`src/hw/irq_accept_pkg.sv`:
```
// Behaviour
// - a raised request latch holds until accepted, reset, or cleared by an instruction.
// - acceptance takes 8 machine cycles after the current instruction completes.
// - maskable return ends maskable service; non-maskable return ends non-maskable service.
// - stack pointer is 16 bits, post-decremented on call, push and acceptance.
// - stack pointer pre-increments on return or pop; stack grows downward.
// - reset loads the stack pointer with 00FFH.
// - first acceptance step clears the master enable to block further interrupts.
// - acceptance clears the request latch of the accepted source.
// - acceptance pushes status word, PC high, PC low; stack pointer drops by 3.
// - the saved status word carries register bank selection and master enable.
// - after pushing, the PC is loaded from the source's vector table entry.
// - no maskable request is accepted while the master enable stays 0.
// - acceptance pushes only PC and status word, no general-purpose registers.
// - both returns restore PC and status word from stack, stack pointer rises by 3.
// - the soft trap instruction starts interrupt processing at once, second in priority only to the undefined opcode.
// - fetch from a missing address yields 0xFF, the soft trap opcode.
// - undefined opcode raises its interrupt at once, even during non-maskable service.
// - level fields encode 00 lowest to 11 highest; all reset to 0.
// - register 0x0FF4 holds levels of sources 23,22,21,20 in pairs 7:6 to 1:0.
// - register 0x0FF5 holds source 25 in 3:2, source 24 in 1:0; 7:4 unused.
// - a higher programmed level wins over lower levels regardless of basic priority.
// - at equal level the higher basic priority (lower source number) wins.
// - master enable 0 blocks all maskable sources; each enable flag gates its source.
package irq_accept_pkg;
   localparam int SRC_COUNT = 26;
   localparam int SRC_W = 5;
   localparam int FIRST_LATCH = 2;
   localparam int FIRST_MASKABLE = 4;
   localparam int FIRST_REG_LEVEL = 20;
   localparam int SECOND_REG_LEVEL = 24;
   localparam int LEVEL_W = 2;
   localparam logic [4:0] SRC_BAD_OPCODE = 5'h00;
   localparam logic [4:0] SRC_SOFT_TRAP = 5'h01;
   localparam logic [15:0] SP_RESET = 16'h00FF;
   localparam logic [7:0] SOFT_TRAP_OPCODE = 8'hFF;
   localparam logic [15:0] VECTOR_TOP = 16'hFFFE;
   localparam int PSW_IMF_BIT = 0;
   localparam int PSW_RBS_BIT = 1;
   localparam logic [2:0] ACCEPT_LAST_STEP = 3'h7;
   localparam logic [2:0] RETURN_LAST_STEP = 3'h4;
   localparam int ADR_W = 18;
   localparam logic [15:0] LVL_SRC20_23_IDX = 16'h0FF4;
   localparam logic [15:0] LVL_SRC24_25_IDX = 16'h0FF5;
   localparam logic [15:0] SEQ_STATUS_IDX = 16'h0FF6;
   localparam logic [ADR_W-1:0] LVL_SRC20_23_ADDR = {LVL_SRC20_23_IDX, 2'h0};
   localparam logic [ADR_W-1:0] LVL_SRC24_25_ADDR = {LVL_SRC24_25_IDX, 2'h0};
   localparam logic [ADR_W-1:0] SEQ_STATUS_ADDR = {SEQ_STATUS_IDX, 2'h0};
   localparam logic [7:0] LVL_RESET = 8'h00;
   localparam logic [7:0] LVL_SRC24_25_MASK = 8'h0F;
   localparam int STAT_SRC_LSB = 0;
   localparam int STAT_IMF_BIT = 5;
   localparam int STAT_BUSY_BIT = 6;
   localparam int STAT_NMI_BIT = 7;
   typedef enum logic [1:0] {SEQ_IDLE, SEQ_ACCEPT, SEQ_RETURN} seq_state_type;
endpackage : irq_accept_pkg

```
`src/hw/interrupt_priority_accept_seq.sv`:
```
module interrupt_priority_accept_seq
(
   input wire logic clk,
   input wire logic reset,
   input wire logic wbCyc,
   input wire logic wbStb,
   input wire logic wbWe,
   input wire logic [irq_accept_pkg::ADR_W-1:0] wbAdr,
   input wire logic [3:0] wbSel,
   input wire logic [31:0] wbDatW,
   output logic [31:0] wbDatR,
   output logic wbAck,
   input wire logic [irq_accept_pkg::SRC_COUNT-1:irq_accept_pkg::FIRST_LATCH] irqRaise,
   input wire logic [irq_accept_pkg::SRC_COUNT-1:irq_accept_pkg::FIRST_LATCH] latchClear,
   input wire logic [irq_accept_pkg::SRC_COUNT-1:irq_accept_pkg::FIRST_MASKABLE] sourceEnableFlag,
   input wire logic [31:0] lowerLevelFields,
   input wire logic eiExec,
   input wire logic diExec,
   input wire logic instrDone,
   input wire logic fetchStrobe,
   input wire logic fetchAddrValid,
   input wire logic [7:0] fetchOpcodeIn,
   input wire logic badOpcode,
   input wire logic maskableReturnExec,
   input wire logic nonmaskableReturnExec,
   input wire logic spDecrement,
   input wire logic spIncrement,
   input wire logic spLoad,
   input wire logic [15:0] spLoadValue,
   input wire logic [15:0] pcIn,
   input wire logic [7:0] pswIn,
   input wire logic regBankSelect,
   input wire logic [7:0] memRdata,
   output logic [7:0] fetchOpcode,
   output logic [15:0] stackPtr,
   output logic [15:0] memAddr,
   output logic memRead,
   output logic memWrite,
   output logic [7:0] memWdata,
   output logic pcLoad,
   output logic [15:0] pcLoadValue,
   output logic pswLoad,
   output logic [7:0] pswLoadValue,
   output logic masterIrqEnable,
   output logic abortInstr,
   output logic seqBusy,
   output logic [irq_accept_pkg::SRC_COUNT-1:irq_accept_pkg::FIRST_LATCH] requestLatch
);

   irq_accept_pkg::seq_state_type state_r;
   logic [2:0] step_r;
   logic [irq_accept_pkg::SRC_W-1:0] acceptSrc_r;
   logic [7:0] levelLow_r;
   logic [7:0] levelHigh_r;
   logic [7:0] vecLow_r;
   logic [7:0] popPcl_r;
   logic [7:0] popPch_r;
   logic badPend_r;
   logic softPend_r;
   logic nmiService_r;
   logic savedImf_r;
   logic [1:0] levelOf [irq_accept_pkg::SRC_COUNT];
   logic [irq_accept_pkg::SRC_COUNT-1:irq_accept_pkg::FIRST_MASKABLE] maskReady;
   logic maskFound;
   logic [irq_accept_pkg::SRC_W-1:0] maskIdx;
   logic [1:0] maskLvl;
   logic nmiFound;
   logic [irq_accept_pkg::SRC_W-1:0] nmiIdx;
   logic softEvent;
   logic busReq;
   logic idle;
   logic startAccept;
   logic [irq_accept_pkg::SRC_W-1:0] startSrc;
   logic acceptFirst;
   logic returnDone;
   logic [15:0] vecAddr;
   logic [7:0] savedPsw;

   assign idle = (state_r == irq_accept_pkg::SEQ_IDLE);
   assign busReq = wbCyc && wbStb && !wbAck;
   assign acceptFirst = (state_r == irq_accept_pkg::SEQ_ACCEPT) && (step_r == 3'h0);
   assign returnDone = (state_r == irq_accept_pkg::SEQ_RETURN) && (step_r == irq_accept_pkg::RETURN_LAST_STEP);
   // a fetch outside the memory map reads as the trap opcode and so becomes a soft trap
   assign softEvent = fetchStrobe && (!fetchAddrValid || fetchOpcodeIn == irq_accept_pkg::SOFT_TRAP_OPCODE);
   assign vecAddr = irq_accept_pkg::VECTOR_TOP - {10'h000, acceptSrc_r, 1'b0};
   // the enable is cleared in step 0, so the value pushed is the one held when the request was taken
   assign savedPsw = {pswIn[7:2], regBankSelect, savedImf_r};

   if (irq_accept_pkg::PSW_IMF_BIT != 0 || irq_accept_pkg::PSW_RBS_BIT != 1)
   begin : g_psw_check
      $error("status word packing assumes enable in bit 0 and bank select in bit 1");
   end

   // level fields: sources 4..19 come from the lower registers, 20..25 live here
   for (genvar i = 0; i < irq_accept_pkg::SRC_COUNT; i++)
   begin : g_level
      if (i < irq_accept_pkg::FIRST_MASKABLE)
      begin : g_none
         assign levelOf[i] = 2'h0;
      end
      else if (i < irq_accept_pkg::FIRST_REG_LEVEL)
      begin : g_low
         assign levelOf[i] = lowerLevelFields[2*(i-irq_accept_pkg::FIRST_MASKABLE) +: 2];
      end
      else if (i < irq_accept_pkg::SECOND_REG_LEVEL)
      begin : g_reg5
         assign levelOf[i] = levelLow_r[2*(i-irq_accept_pkg::FIRST_REG_LEVEL) +: 2];
      end
      else
      begin : g_reg6
         assign levelOf[i] = levelHigh_r[2*(i-irq_accept_pkg::SECOND_REG_LEVEL) +: 2];
      end
   end

   for (genvar i = irq_accept_pkg::FIRST_MASKABLE; i < irq_accept_pkg::SRC_COUNT; i++)
   begin : g_ready
      assign maskReady[i] = requestLatch[i] && sourceEnableFlag[i] && masterIrqEnable;
   end

   // walk downward with >= so the lowest-numbered source wins a level tie
   always_comb
   begin
      maskFound = 1'b0;
      maskIdx = '0;
      maskLvl = 2'h0;
      for (int i = irq_accept_pkg::SRC_COUNT - 1; i >= irq_accept_pkg::FIRST_MASKABLE; i--)
      begin
         if (maskReady[i] && (!maskFound || levelOf[i] >= maskLvl))
         begin
            maskFound = 1'b1;
            maskIdx = irq_accept_pkg::SRC_W'(i);
            maskLvl = levelOf[i];
         end
      end
   end

   always_comb
   begin
      nmiFound = 1'b0;
      nmiIdx = '0;
      for (int i = irq_accept_pkg::FIRST_MASKABLE - 1; i >= irq_accept_pkg::FIRST_LATCH; i--)
      begin
         if (requestLatch[i])
         begin
            nmiFound = 1'b1;
            nmiIdx = irq_accept_pkg::SRC_W'(i);
         end
      end
   end

   // bad opcode and soft trap do not wait for an instruction boundary
   always_comb
   begin
      startAccept = 1'b0;
      startSrc = irq_accept_pkg::SRC_BAD_OPCODE;
      if (badPend_r || badOpcode)
      begin
         startAccept = 1'b1;
      end
      else if (softPend_r || softEvent)
      begin
         startAccept = 1'b1;
         startSrc = irq_accept_pkg::SRC_SOFT_TRAP;
      end
      else if (instrDone && nmiFound)
      begin
         startAccept = 1'b1;
         startSrc = nmiIdx;
      end
      else if (instrDone && maskFound)
      begin
         startAccept = 1'b1;
         startSrc = maskIdx;
      end
   end

   always_ff @(posedge clk)
   begin
      if (reset)
      begin
         state_r <= irq_accept_pkg::SEQ_IDLE;
         step_r <= 3'h0;
         acceptSrc_r <= '0;
         savedImf_r <= 1'b0;
      end
      else if (idle)
      begin
         step_r <= 3'h0;
         if (startAccept)
         begin
            state_r <= irq_accept_pkg::SEQ_ACCEPT;
            acceptSrc_r <= startSrc;
            savedImf_r <= masterIrqEnable;
         end
         else if (maskableReturnExec || nonmaskableReturnExec)
         begin
            state_r <= irq_accept_pkg::SEQ_RETURN;
         end
      end
      else if ((state_r == irq_accept_pkg::SEQ_ACCEPT && step_r == irq_accept_pkg::ACCEPT_LAST_STEP) || returnDone)
      begin
         state_r <= irq_accept_pkg::SEQ_IDLE;
         step_r <= 3'h0;
      end
      else
      begin
         step_r <= step_r + 3'h1;
      end
   end

   // a trap seen in idle is taken at once; only one that cannot start now waits here
   always_ff @(posedge clk)
   begin
      if (reset)
      begin
         badPend_r <= 1'b0;
         softPend_r <= 1'b0;
      end
      else
      begin
         if (badOpcode && !idle)
            badPend_r <= 1'b1;
         else if (idle)
            badPend_r <= 1'b0;
         if (softEvent && !(idle && !badPend_r && !badOpcode))
            softPend_r <= 1'b1;
         else if (idle && !badPend_r && !badOpcode)
            softPend_r <= 1'b0;
      end
   end

   for (genvar i = irq_accept_pkg::FIRST_LATCH; i < irq_accept_pkg::SRC_COUNT; i++)
   begin : g_latch
      always_ff @(posedge clk)
      begin
         if (reset)
            requestLatch[i] <= 1'b0;
         else if (irqRaise[i])
            requestLatch[i] <= 1'b1;
         else if (latchClear[i] || (acceptFirst && acceptSrc_r == irq_accept_pkg::SRC_W'(i)))
            requestLatch[i] <= 1'b0;
      end
   end

   always_ff @(posedge clk)
   begin
      if (reset)
         masterIrqEnable <= 1'b0;
      else if (acceptFirst)
         masterIrqEnable <= 1'b0;
      else if (returnDone)
         masterIrqEnable <= memRdata[irq_accept_pkg::PSW_IMF_BIT];
      else if (eiExec)
         masterIrqEnable <= 1'b1;
      else if (diExec)
         masterIrqEnable <= 1'b0;
   end

   // load, decrement and increment requests are honoured only between sequences
   always_ff @(posedge clk)
   begin
      if (reset)
         stackPtr <= irq_accept_pkg::SP_RESET;
      else if (state_r == irq_accept_pkg::SEQ_ACCEPT && step_r >= 3'h1 && step_r <= 3'h3)
         stackPtr <= stackPtr - 16'h0001;
      else if (state_r == irq_accept_pkg::SEQ_RETURN && step_r <= 3'h2)
         stackPtr <= stackPtr + 16'h0001;
      else if (idle && spLoad)
         stackPtr <= spLoadValue;
      else if (idle && spDecrement)
         stackPtr <= stackPtr - 16'h0001;
      else if (idle && spIncrement)
         stackPtr <= stackPtr + 16'h0001;
   end

   // memory port: pushes write at the pointer, pops read one above it
   always_ff @(posedge clk)
   begin
      if (reset)
      begin
         memAddr <= 16'h0000;
         memRead <= 1'b0;
         memWrite <= 1'b0;
         memWdata <= 8'h00;
      end
      else
      begin
         memRead <= 1'b0;
         memWrite <= 1'b0;
         if (state_r == irq_accept_pkg::SEQ_ACCEPT)
         begin
            unique case (step_r)
               3'h1:
               begin
                  memWrite <= 1'b1;
                  memAddr <= stackPtr;
                  memWdata <= savedPsw;
               end
               3'h2:
               begin
                  memWrite <= 1'b1;
                  memAddr <= stackPtr;
                  memWdata <= pcIn[15:8];
               end
               3'h3:
               begin
                  memWrite <= 1'b1;
                  memAddr <= stackPtr;
                  memWdata <= pcIn[7:0];
               end
               3'h4:
               begin
                  memRead <= 1'b1;
                  memAddr <= vecAddr;
               end
               3'h5:
               begin
                  memRead <= 1'b1;
                  memAddr <= vecAddr + 16'h0001;
               end
               default:
               begin
               end
            endcase
         end
         else if (state_r == irq_accept_pkg::SEQ_RETURN && step_r <= 3'h2)
         begin
            memRead <= 1'b1;
            memAddr <= stackPtr + 16'h0001;
         end
      end
   end

   always_ff @(posedge clk)
   begin
      if (reset)
      begin
         vecLow_r <= 8'h00;
         popPcl_r <= 8'h00;
         popPch_r <= 8'h00;
      end
      else
      begin
         if (state_r == irq_accept_pkg::SEQ_ACCEPT && step_r == 3'h6)
            vecLow_r <= memRdata;
         if (state_r == irq_accept_pkg::SEQ_RETURN && step_r == 3'h2)
            popPcl_r <= memRdata;
         if (state_r == irq_accept_pkg::SEQ_RETURN && step_r == 3'h3)
            popPch_r <= memRdata;
      end
   end

   always_ff @(posedge clk)
   begin
      if (reset)
      begin
         pcLoad <= 1'b0;
         pcLoadValue <= 16'h0000;
         pswLoad <= 1'b0;
         pswLoadValue <= 8'h00;
      end
      else
      begin
         pcLoad <= 1'b0;
         pswLoad <= 1'b0;
         if (state_r == irq_accept_pkg::SEQ_ACCEPT && step_r == irq_accept_pkg::ACCEPT_LAST_STEP)
         begin
            pcLoad <= 1'b1;
            pcLoadValue <= {memRdata, vecLow_r};
         end
         else if (returnDone)
         begin
            pcLoad <= 1'b1;
            pcLoadValue <= {popPch_r, popPcl_r};
            pswLoad <= 1'b1;
            pswLoadValue <= memRdata;
         end
      end
   end

   always_ff @(posedge clk)
   begin
      if (reset)
      begin
         fetchOpcode <= 8'h00;
         abortInstr <= 1'b0;
         seqBusy <= 1'b0;
      end
      else
      begin
         if (fetchStrobe)
            fetchOpcode <= fetchAddrValid ? fetchOpcodeIn : irq_accept_pkg::SOFT_TRAP_OPCODE;
         abortInstr <= badOpcode;
         seqBusy <= !idle || startAccept || maskableReturnExec || nonmaskableReturnExec;
      end
   end

   // tracks whether a non-maskable handler is running; only visible in status
   always_ff @(posedge clk)
   begin
      if (reset)
         nmiService_r <= 1'b0;
      else if (acceptFirst && acceptSrc_r < irq_accept_pkg::SRC_W'(irq_accept_pkg::FIRST_MASKABLE))
         nmiService_r <= 1'b1;
      else if (idle && nonmaskableReturnExec && !startAccept)
         nmiService_r <= 1'b0;
   end

   always_ff @(posedge clk)
   begin
      if (reset)
      begin
         levelLow_r <= irq_accept_pkg::LVL_RESET;
         levelHigh_r <= irq_accept_pkg::LVL_RESET;
      end
      else if (busReq && wbWe && wbSel[0])
      begin
         if (wbAdr == irq_accept_pkg::LVL_SRC20_23_ADDR)
            levelLow_r <= wbDatW[7:0];
         else if (wbAdr == irq_accept_pkg::LVL_SRC24_25_ADDR)
            levelHigh_r <= wbDatW[7:0] & irq_accept_pkg::LVL_SRC24_25_MASK;
      end
   end

   // every address acks; unmapped reads return zero and unmapped writes are dropped
   always_ff @(posedge clk)
   begin
      if (reset)
      begin
         wbAck <= 1'b0;
         wbDatR <= 32'h00000000;
      end
      else
      begin
         wbAck <= busReq;
         wbDatR <= 32'h00000000;
         if (busReq && !wbWe)
         begin
            if (wbAdr == irq_accept_pkg::LVL_SRC20_23_ADDR)
               wbDatR[7:0] <= levelLow_r;
            else if (wbAdr == irq_accept_pkg::LVL_SRC24_25_ADDR)
               wbDatR[7:0] <= levelHigh_r;
            else if (wbAdr == irq_accept_pkg::SEQ_STATUS_ADDR)
            begin
               wbDatR[irq_accept_pkg::STAT_SRC_LSB +: irq_accept_pkg::SRC_W] <= acceptSrc_r;
               wbDatR[irq_accept_pkg::STAT_IMF_BIT] <= masterIrqEnable;
               wbDatR[irq_accept_pkg::STAT_BUSY_BIT] <= !idle;
               wbDatR[irq_accept_pkg::STAT_NMI_BIT] <= nmiService_r;
            end
         end
      end
   end

endmodule : interrupt_priority_accept_seq

```
`config.mk`:
```
export PLATFORM = sky130hd
export DESIGN_NAME = interrupt_priority_accept_seq
export DESIGN_NICKNAME = d
export VERILOG_FILES = /design/src/hw/irq_accept_pkg.sv /design/src/hw/interrupt_priority_accept_seq.sv
export SDC_FILE = /design/constraint.sdc
export NUM_CORES = 1
export LEC_CHECK = 0
export BUFFER_PORTS_ARGS = -buffer_cell sky130_fd_sc_hd__buf_2
export CAP_MARGIN = 10
export CELL_PAD_IN_SITES_DETAIL_PLACEMENT = 0
export CELL_PAD_IN_SITES_GLOBAL_PLACEMENT = 2
export CORE_MARGIN = 3
export CORE_UTILIZATION = 27
export DETAILED_ROUTE_END_ITERATION = 6
export PLACE_DENSITY = 0.81
export SLEW_MARGIN = 20
export SYNTH_ARGS = -nofsm -noshare
export SYNTH_HDL_FRONTEND = slang
export SYNTH_SLANG_ARGS = --single-unit
```
`constraint.sdc`:
```
create_clock -name clk -period 41.2 [get_ports clk]
set_input_delay 10.3 -clock clk [delete_from_list [all_inputs] [get_ports clk]]
set_output_delay 10.3 -clock clk [all_outputs]
set_load 0.005 [all_outputs]
```
==> results.ini <==
[status]
outcome = completed

[placed_design]
placed_area_sq_um = 11900
placed_cells = 2073
preCtsSetupSlack_ns = 2.79
port-buffer-count = 311
gp_congestion = 0.862
place.detailed.hpwl_mm = 28.4

[timing]
number_of_setup_violations_in_the_final_report = 0
finalHoldWorstSlack_ns = 0.451
timing.setup.tns_ns = 0
period_minus_slack_ns = 38.19
worst_slew_margin_rel = 0.245
finClkSkew_ns = 0.0136
clock.fmax_ghz = 0.0262
final_max_slew_viol_count = 0
fin_crit_sh = 0.927
worst-slew-pin-transition_ns = 1.13
post-route-worst-setup-slack_ns = 3.01
rsz0062_at_grt = false
hold_viol_final = 0

[cells_and_area]
final_cells = 2105
ratio_of_cells_with_drive_above_1_in_the_final_layout = 0.250
nets_finish = 1890
final_area_sq_um = 12500
diodes = 0
synthToLayoutAreaGrowth_pct = 24.2
finish.utilization = 0.342

[setup_path]
startpoint_type = primary input
timing.critical_path.slowest_stage_cell = sky130_fd_sc_hd__a221oi_1
worst-endpoint-arrival_ns = 38.57
reg2reg_setup_slack_ns = 11.96
critical_path.max_stage_delay_ns = 0.52
worstSetupPathType = in2reg
worstSetupEndpointType = register
worst-path-max-fanout = 8
critPathRequiredTime_ns = 41.58
critical_path.most_common_cell = sky130_fd_sc_hd__ha_1

[clock_tree]
tritoncts_num_sinks = 162
tritoncts.num_buffers = 17
htree_levels = 4
clk_path_buf_depth = 2
clk_slew_on_worst_s_h_paths_ns = 0.07
cts_resized = 0
post-cts-setup-buffer-count = 0
clock-root-buffer = sky130_fd_sc_hd__clkbuf_16
latest_clock_arrival_within_the_worst_skew_pair_ns = 0.45
tritoncts = built
cts_hold_buffers = 0

[run]
timing.max_cap.violations = 0

[floorplanning]
horizontal_extent_of_the_die_microns = 199
core_sq_um = 36700
floorplan.io_pins = 365
design.die.area_sq_um = 39800
fp.dieH_microns = 199
std_cell_rows = 70
start_util = 0.275

[global_routing]
antenna_found_initial = 1
grt_start_max_net_pins = 98
grtUsageTotal = 0.188
grt_remaining_overflow = 0
grt_first_pass_wirelength_mm = 58.1
grt_pass1_vias = 10102

[synthesis]
syn-cell-area_sq_um = 10100
async_flop_share = 0
postSynth.topFlopCell = sky130_fd_sc_hd__dfxtp_1
seq_area_frac_synth = 0.321
synth.distinct_cells = 90
synth_edf_count = 0
synth.ff_latch_count = 162
synthesis.instances = 1363
synth.yosys.warnings = 0
postSynthAreaPerCell_sq_um = 7.41

[route]
detail_route.iter0.violations = 639
routed_wl_mm = 38.4
detail_route.drc_violations = 0
dr_total_vias = 10640
detailedRoute.firstPassIterationCount = 5
routed_wire_length_per_instance_microns = 18.2
via_per_inst = 5.05
antenna_viol_nets_final = 0

[pwr]
irDropWorstVdd_uv = 30.0
power_per_cell_area_nw_per_um2 = 36.8
total_power_mw = 0.461
leakagePower_nw = 5.46

[min_path]
min-delay-path-class = reg2reg

[cell families after synthesis]
group / share of synthesized area
buffers and inverters: 0.0768
adders and majority gates: 0.0446
other: 0.000371
DFF: 0.321
xor gates and xnor gates: 0.0113
muxes: 0.0238
AOI/OAI and AO/OA: 0.247
and+or+nand+nor: 0.275
[sequential cells by signal, summed over array words and instances (netlist names), 16 cells and up]
name / count
memAddr: 16
pcLoadValue: 16
requestLatch: 24
stackPtr: 16
[Yosys cell counts, types with 11 or more instances]
cell type | n | area (sq um)
sky130_fd_sc_hd__nor3_1 | 25 | 125
sky130_fd_sc_hd__nand2_1 | 204 | 766
sky130_fd_sc_hd__o211ai_1 | 13 | 97.6
sky130_fd_sc_hd__mux2i_1 | 18 | 180
sky130_fd_sc_hd__nand2b_1 | 21 | 131
sky130_fd_sc_hd__ha_1 | 36 | 450
sky130_fd_sc_hd__o22ai_1 | 13 | 81.3
sky130_fd_sc_hd__a21oi_1 | 96 | 480
sky130_fd_sc_hd__nand3_1 | 62 | 310
sky130_fd_sc_hd__a22oi_1 | 19 | 143
sky130_fd_sc_hd__o21ai_0 | 44 | 220
sky130_fd_sc_hd__clkbuf_1 | 72 | 270
sky130_fd_sc_hd__nor2b_1 | 14 | 87.6
sky130_fd_sc_hd__nor2_1 | 178 | 668
sky130_fd_sc_hd__and3_1 | 19 | 119
sky130_fd_sc_hd__dfxtp_1 | 162 | 3240
sky130_fd_sc_hd__buf_4 | 25 | 188
sky130_fd_sc_hd__a211oi_1 | 11 | 82.6
sky130_fd_sc_hd__inv_1 | 75 | 282
sky130_fd_sc_hd__a311oi_1 | 32 | 280
sky130_fd_sc_hd__a31oi_1 | 31 | 194
[worst max-delay path: cells and delay by family]
family,cells,cell delay [ns]
muxes,2,0.67
adders and majority gates,21,5.49
and+or+nand+nor,60,9.17
buffers and inverters,2,0.20
AOI/OAI and AO/OA,57,12.69
[routing by layer]
layer  global-route usage  vias to the layer above  share of wire
met5                    0                        -        0.00023
met4               0.0393                        2         0.0097
met3               0.0408                       21          0.063
met2                0.322                      304           0.48
met1                0.243                     4998           0.45
li1                     -                     5315              -
[layout by cell type (no fill, tap or decap), types with 11 or more instances in the layout]
| cell type | synthesis | final |
|---|---|---|
| sky130_fd_sc_hd__buf_2 | 2 | 310 |
| sky130_fd_sc_hd__nand2b_1 | 21 | 21 |
| sky130_fd_sc_hd__a21oi_1 | 96 | 96 |
| sky130_fd_sc_hd__a22oi_1 | 19 | 19 |
| sky130_fd_sc_hd__and3_1 | 19 | 19 |
| sky130_fd_sc_hd__dfxtp_1 | 162 | 162 |
| sky130_fd_sc_hd__clkbuf_16 | 0 | 17 |
| sky130_fd_sc_hd__ha_1 | 36 | 36 |
| sky130_fd_sc_hd__o211ai_1 | 13 | 13 |
| sky130_fd_sc_hd__a211oi_1 | 11 | 11 |
| sky130_fd_sc_hd__buf_4 | 25 | 11 |
| sky130_fd_sc_hd__nand2_1 | 204 | 203 |
| sky130_fd_sc_hd__nand3_1 | 62 | 62 |
| sky130_fd_sc_hd__a311oi_1 | 32 | 32 |
| sky130_fd_sc_hd__o22ai_1 | 13 | 13 |
| sky130_fd_sc_hd__o21ai_0 | 44 | 44 |
| sky130_fd_sc_hd__nor2b_1 | 14 | 13 |
| sky130_fd_sc_hd__nor2_1 | 178 | 178 |
| sky130_fd_sc_hd__conb_1 | 1 | 24 |
| sky130_fd_sc_hd__mux2i_1 | 18 | 18 |
| sky130_fd_sc_hd__nor3_1 | 25 | 24 |
| sky130_fd_sc_hd__inv_1 | 75 | 75 |
| sky130_fd_sc_hd__a31oi_1 | 31 | 31 |
[layout make-up]
class                           count  area (sq um)
Fill cell                        3989         24200
Multi-Input combinational cell   1047          6170
Sequential cell                   162          3240
Timing Repair Buffer              322          1660
Tap cell                          468           586
Clock buffer                       19           453
Inverter                           75           282
Clock inverter                     12           141
[power breakdown]
| group | internal [mW] | switching (mW) |
|---|---|---|
| clock | 0.0934 | 0.0743 |
| sequential | 0.166 | 0.0161 |
| combinational | 0.0467 | 0.0648 |
[path summary, 6_finish.rpt]
path,end,from,cells after the start
setup reg to reg,acceptSrc_r[0]$_SDFFE_PP0P_,masterIrqEnable$_SDFFE_PP0P_,142
setup / recovery,acceptSrc_r[0]$_SDFFE_PP0P_,sourceEnableFlag[25],142
hold / removal,memAddr[10]$_SDFFE_PP0P_,memAddr[10]$_SDFFE_PP0P_,2
hold reg to reg,memAddr[10]$_SDFFE_PP0P_,memAddr[10]$_SDFFE_PP0P_,2
(Power assumes the default switching activity.)
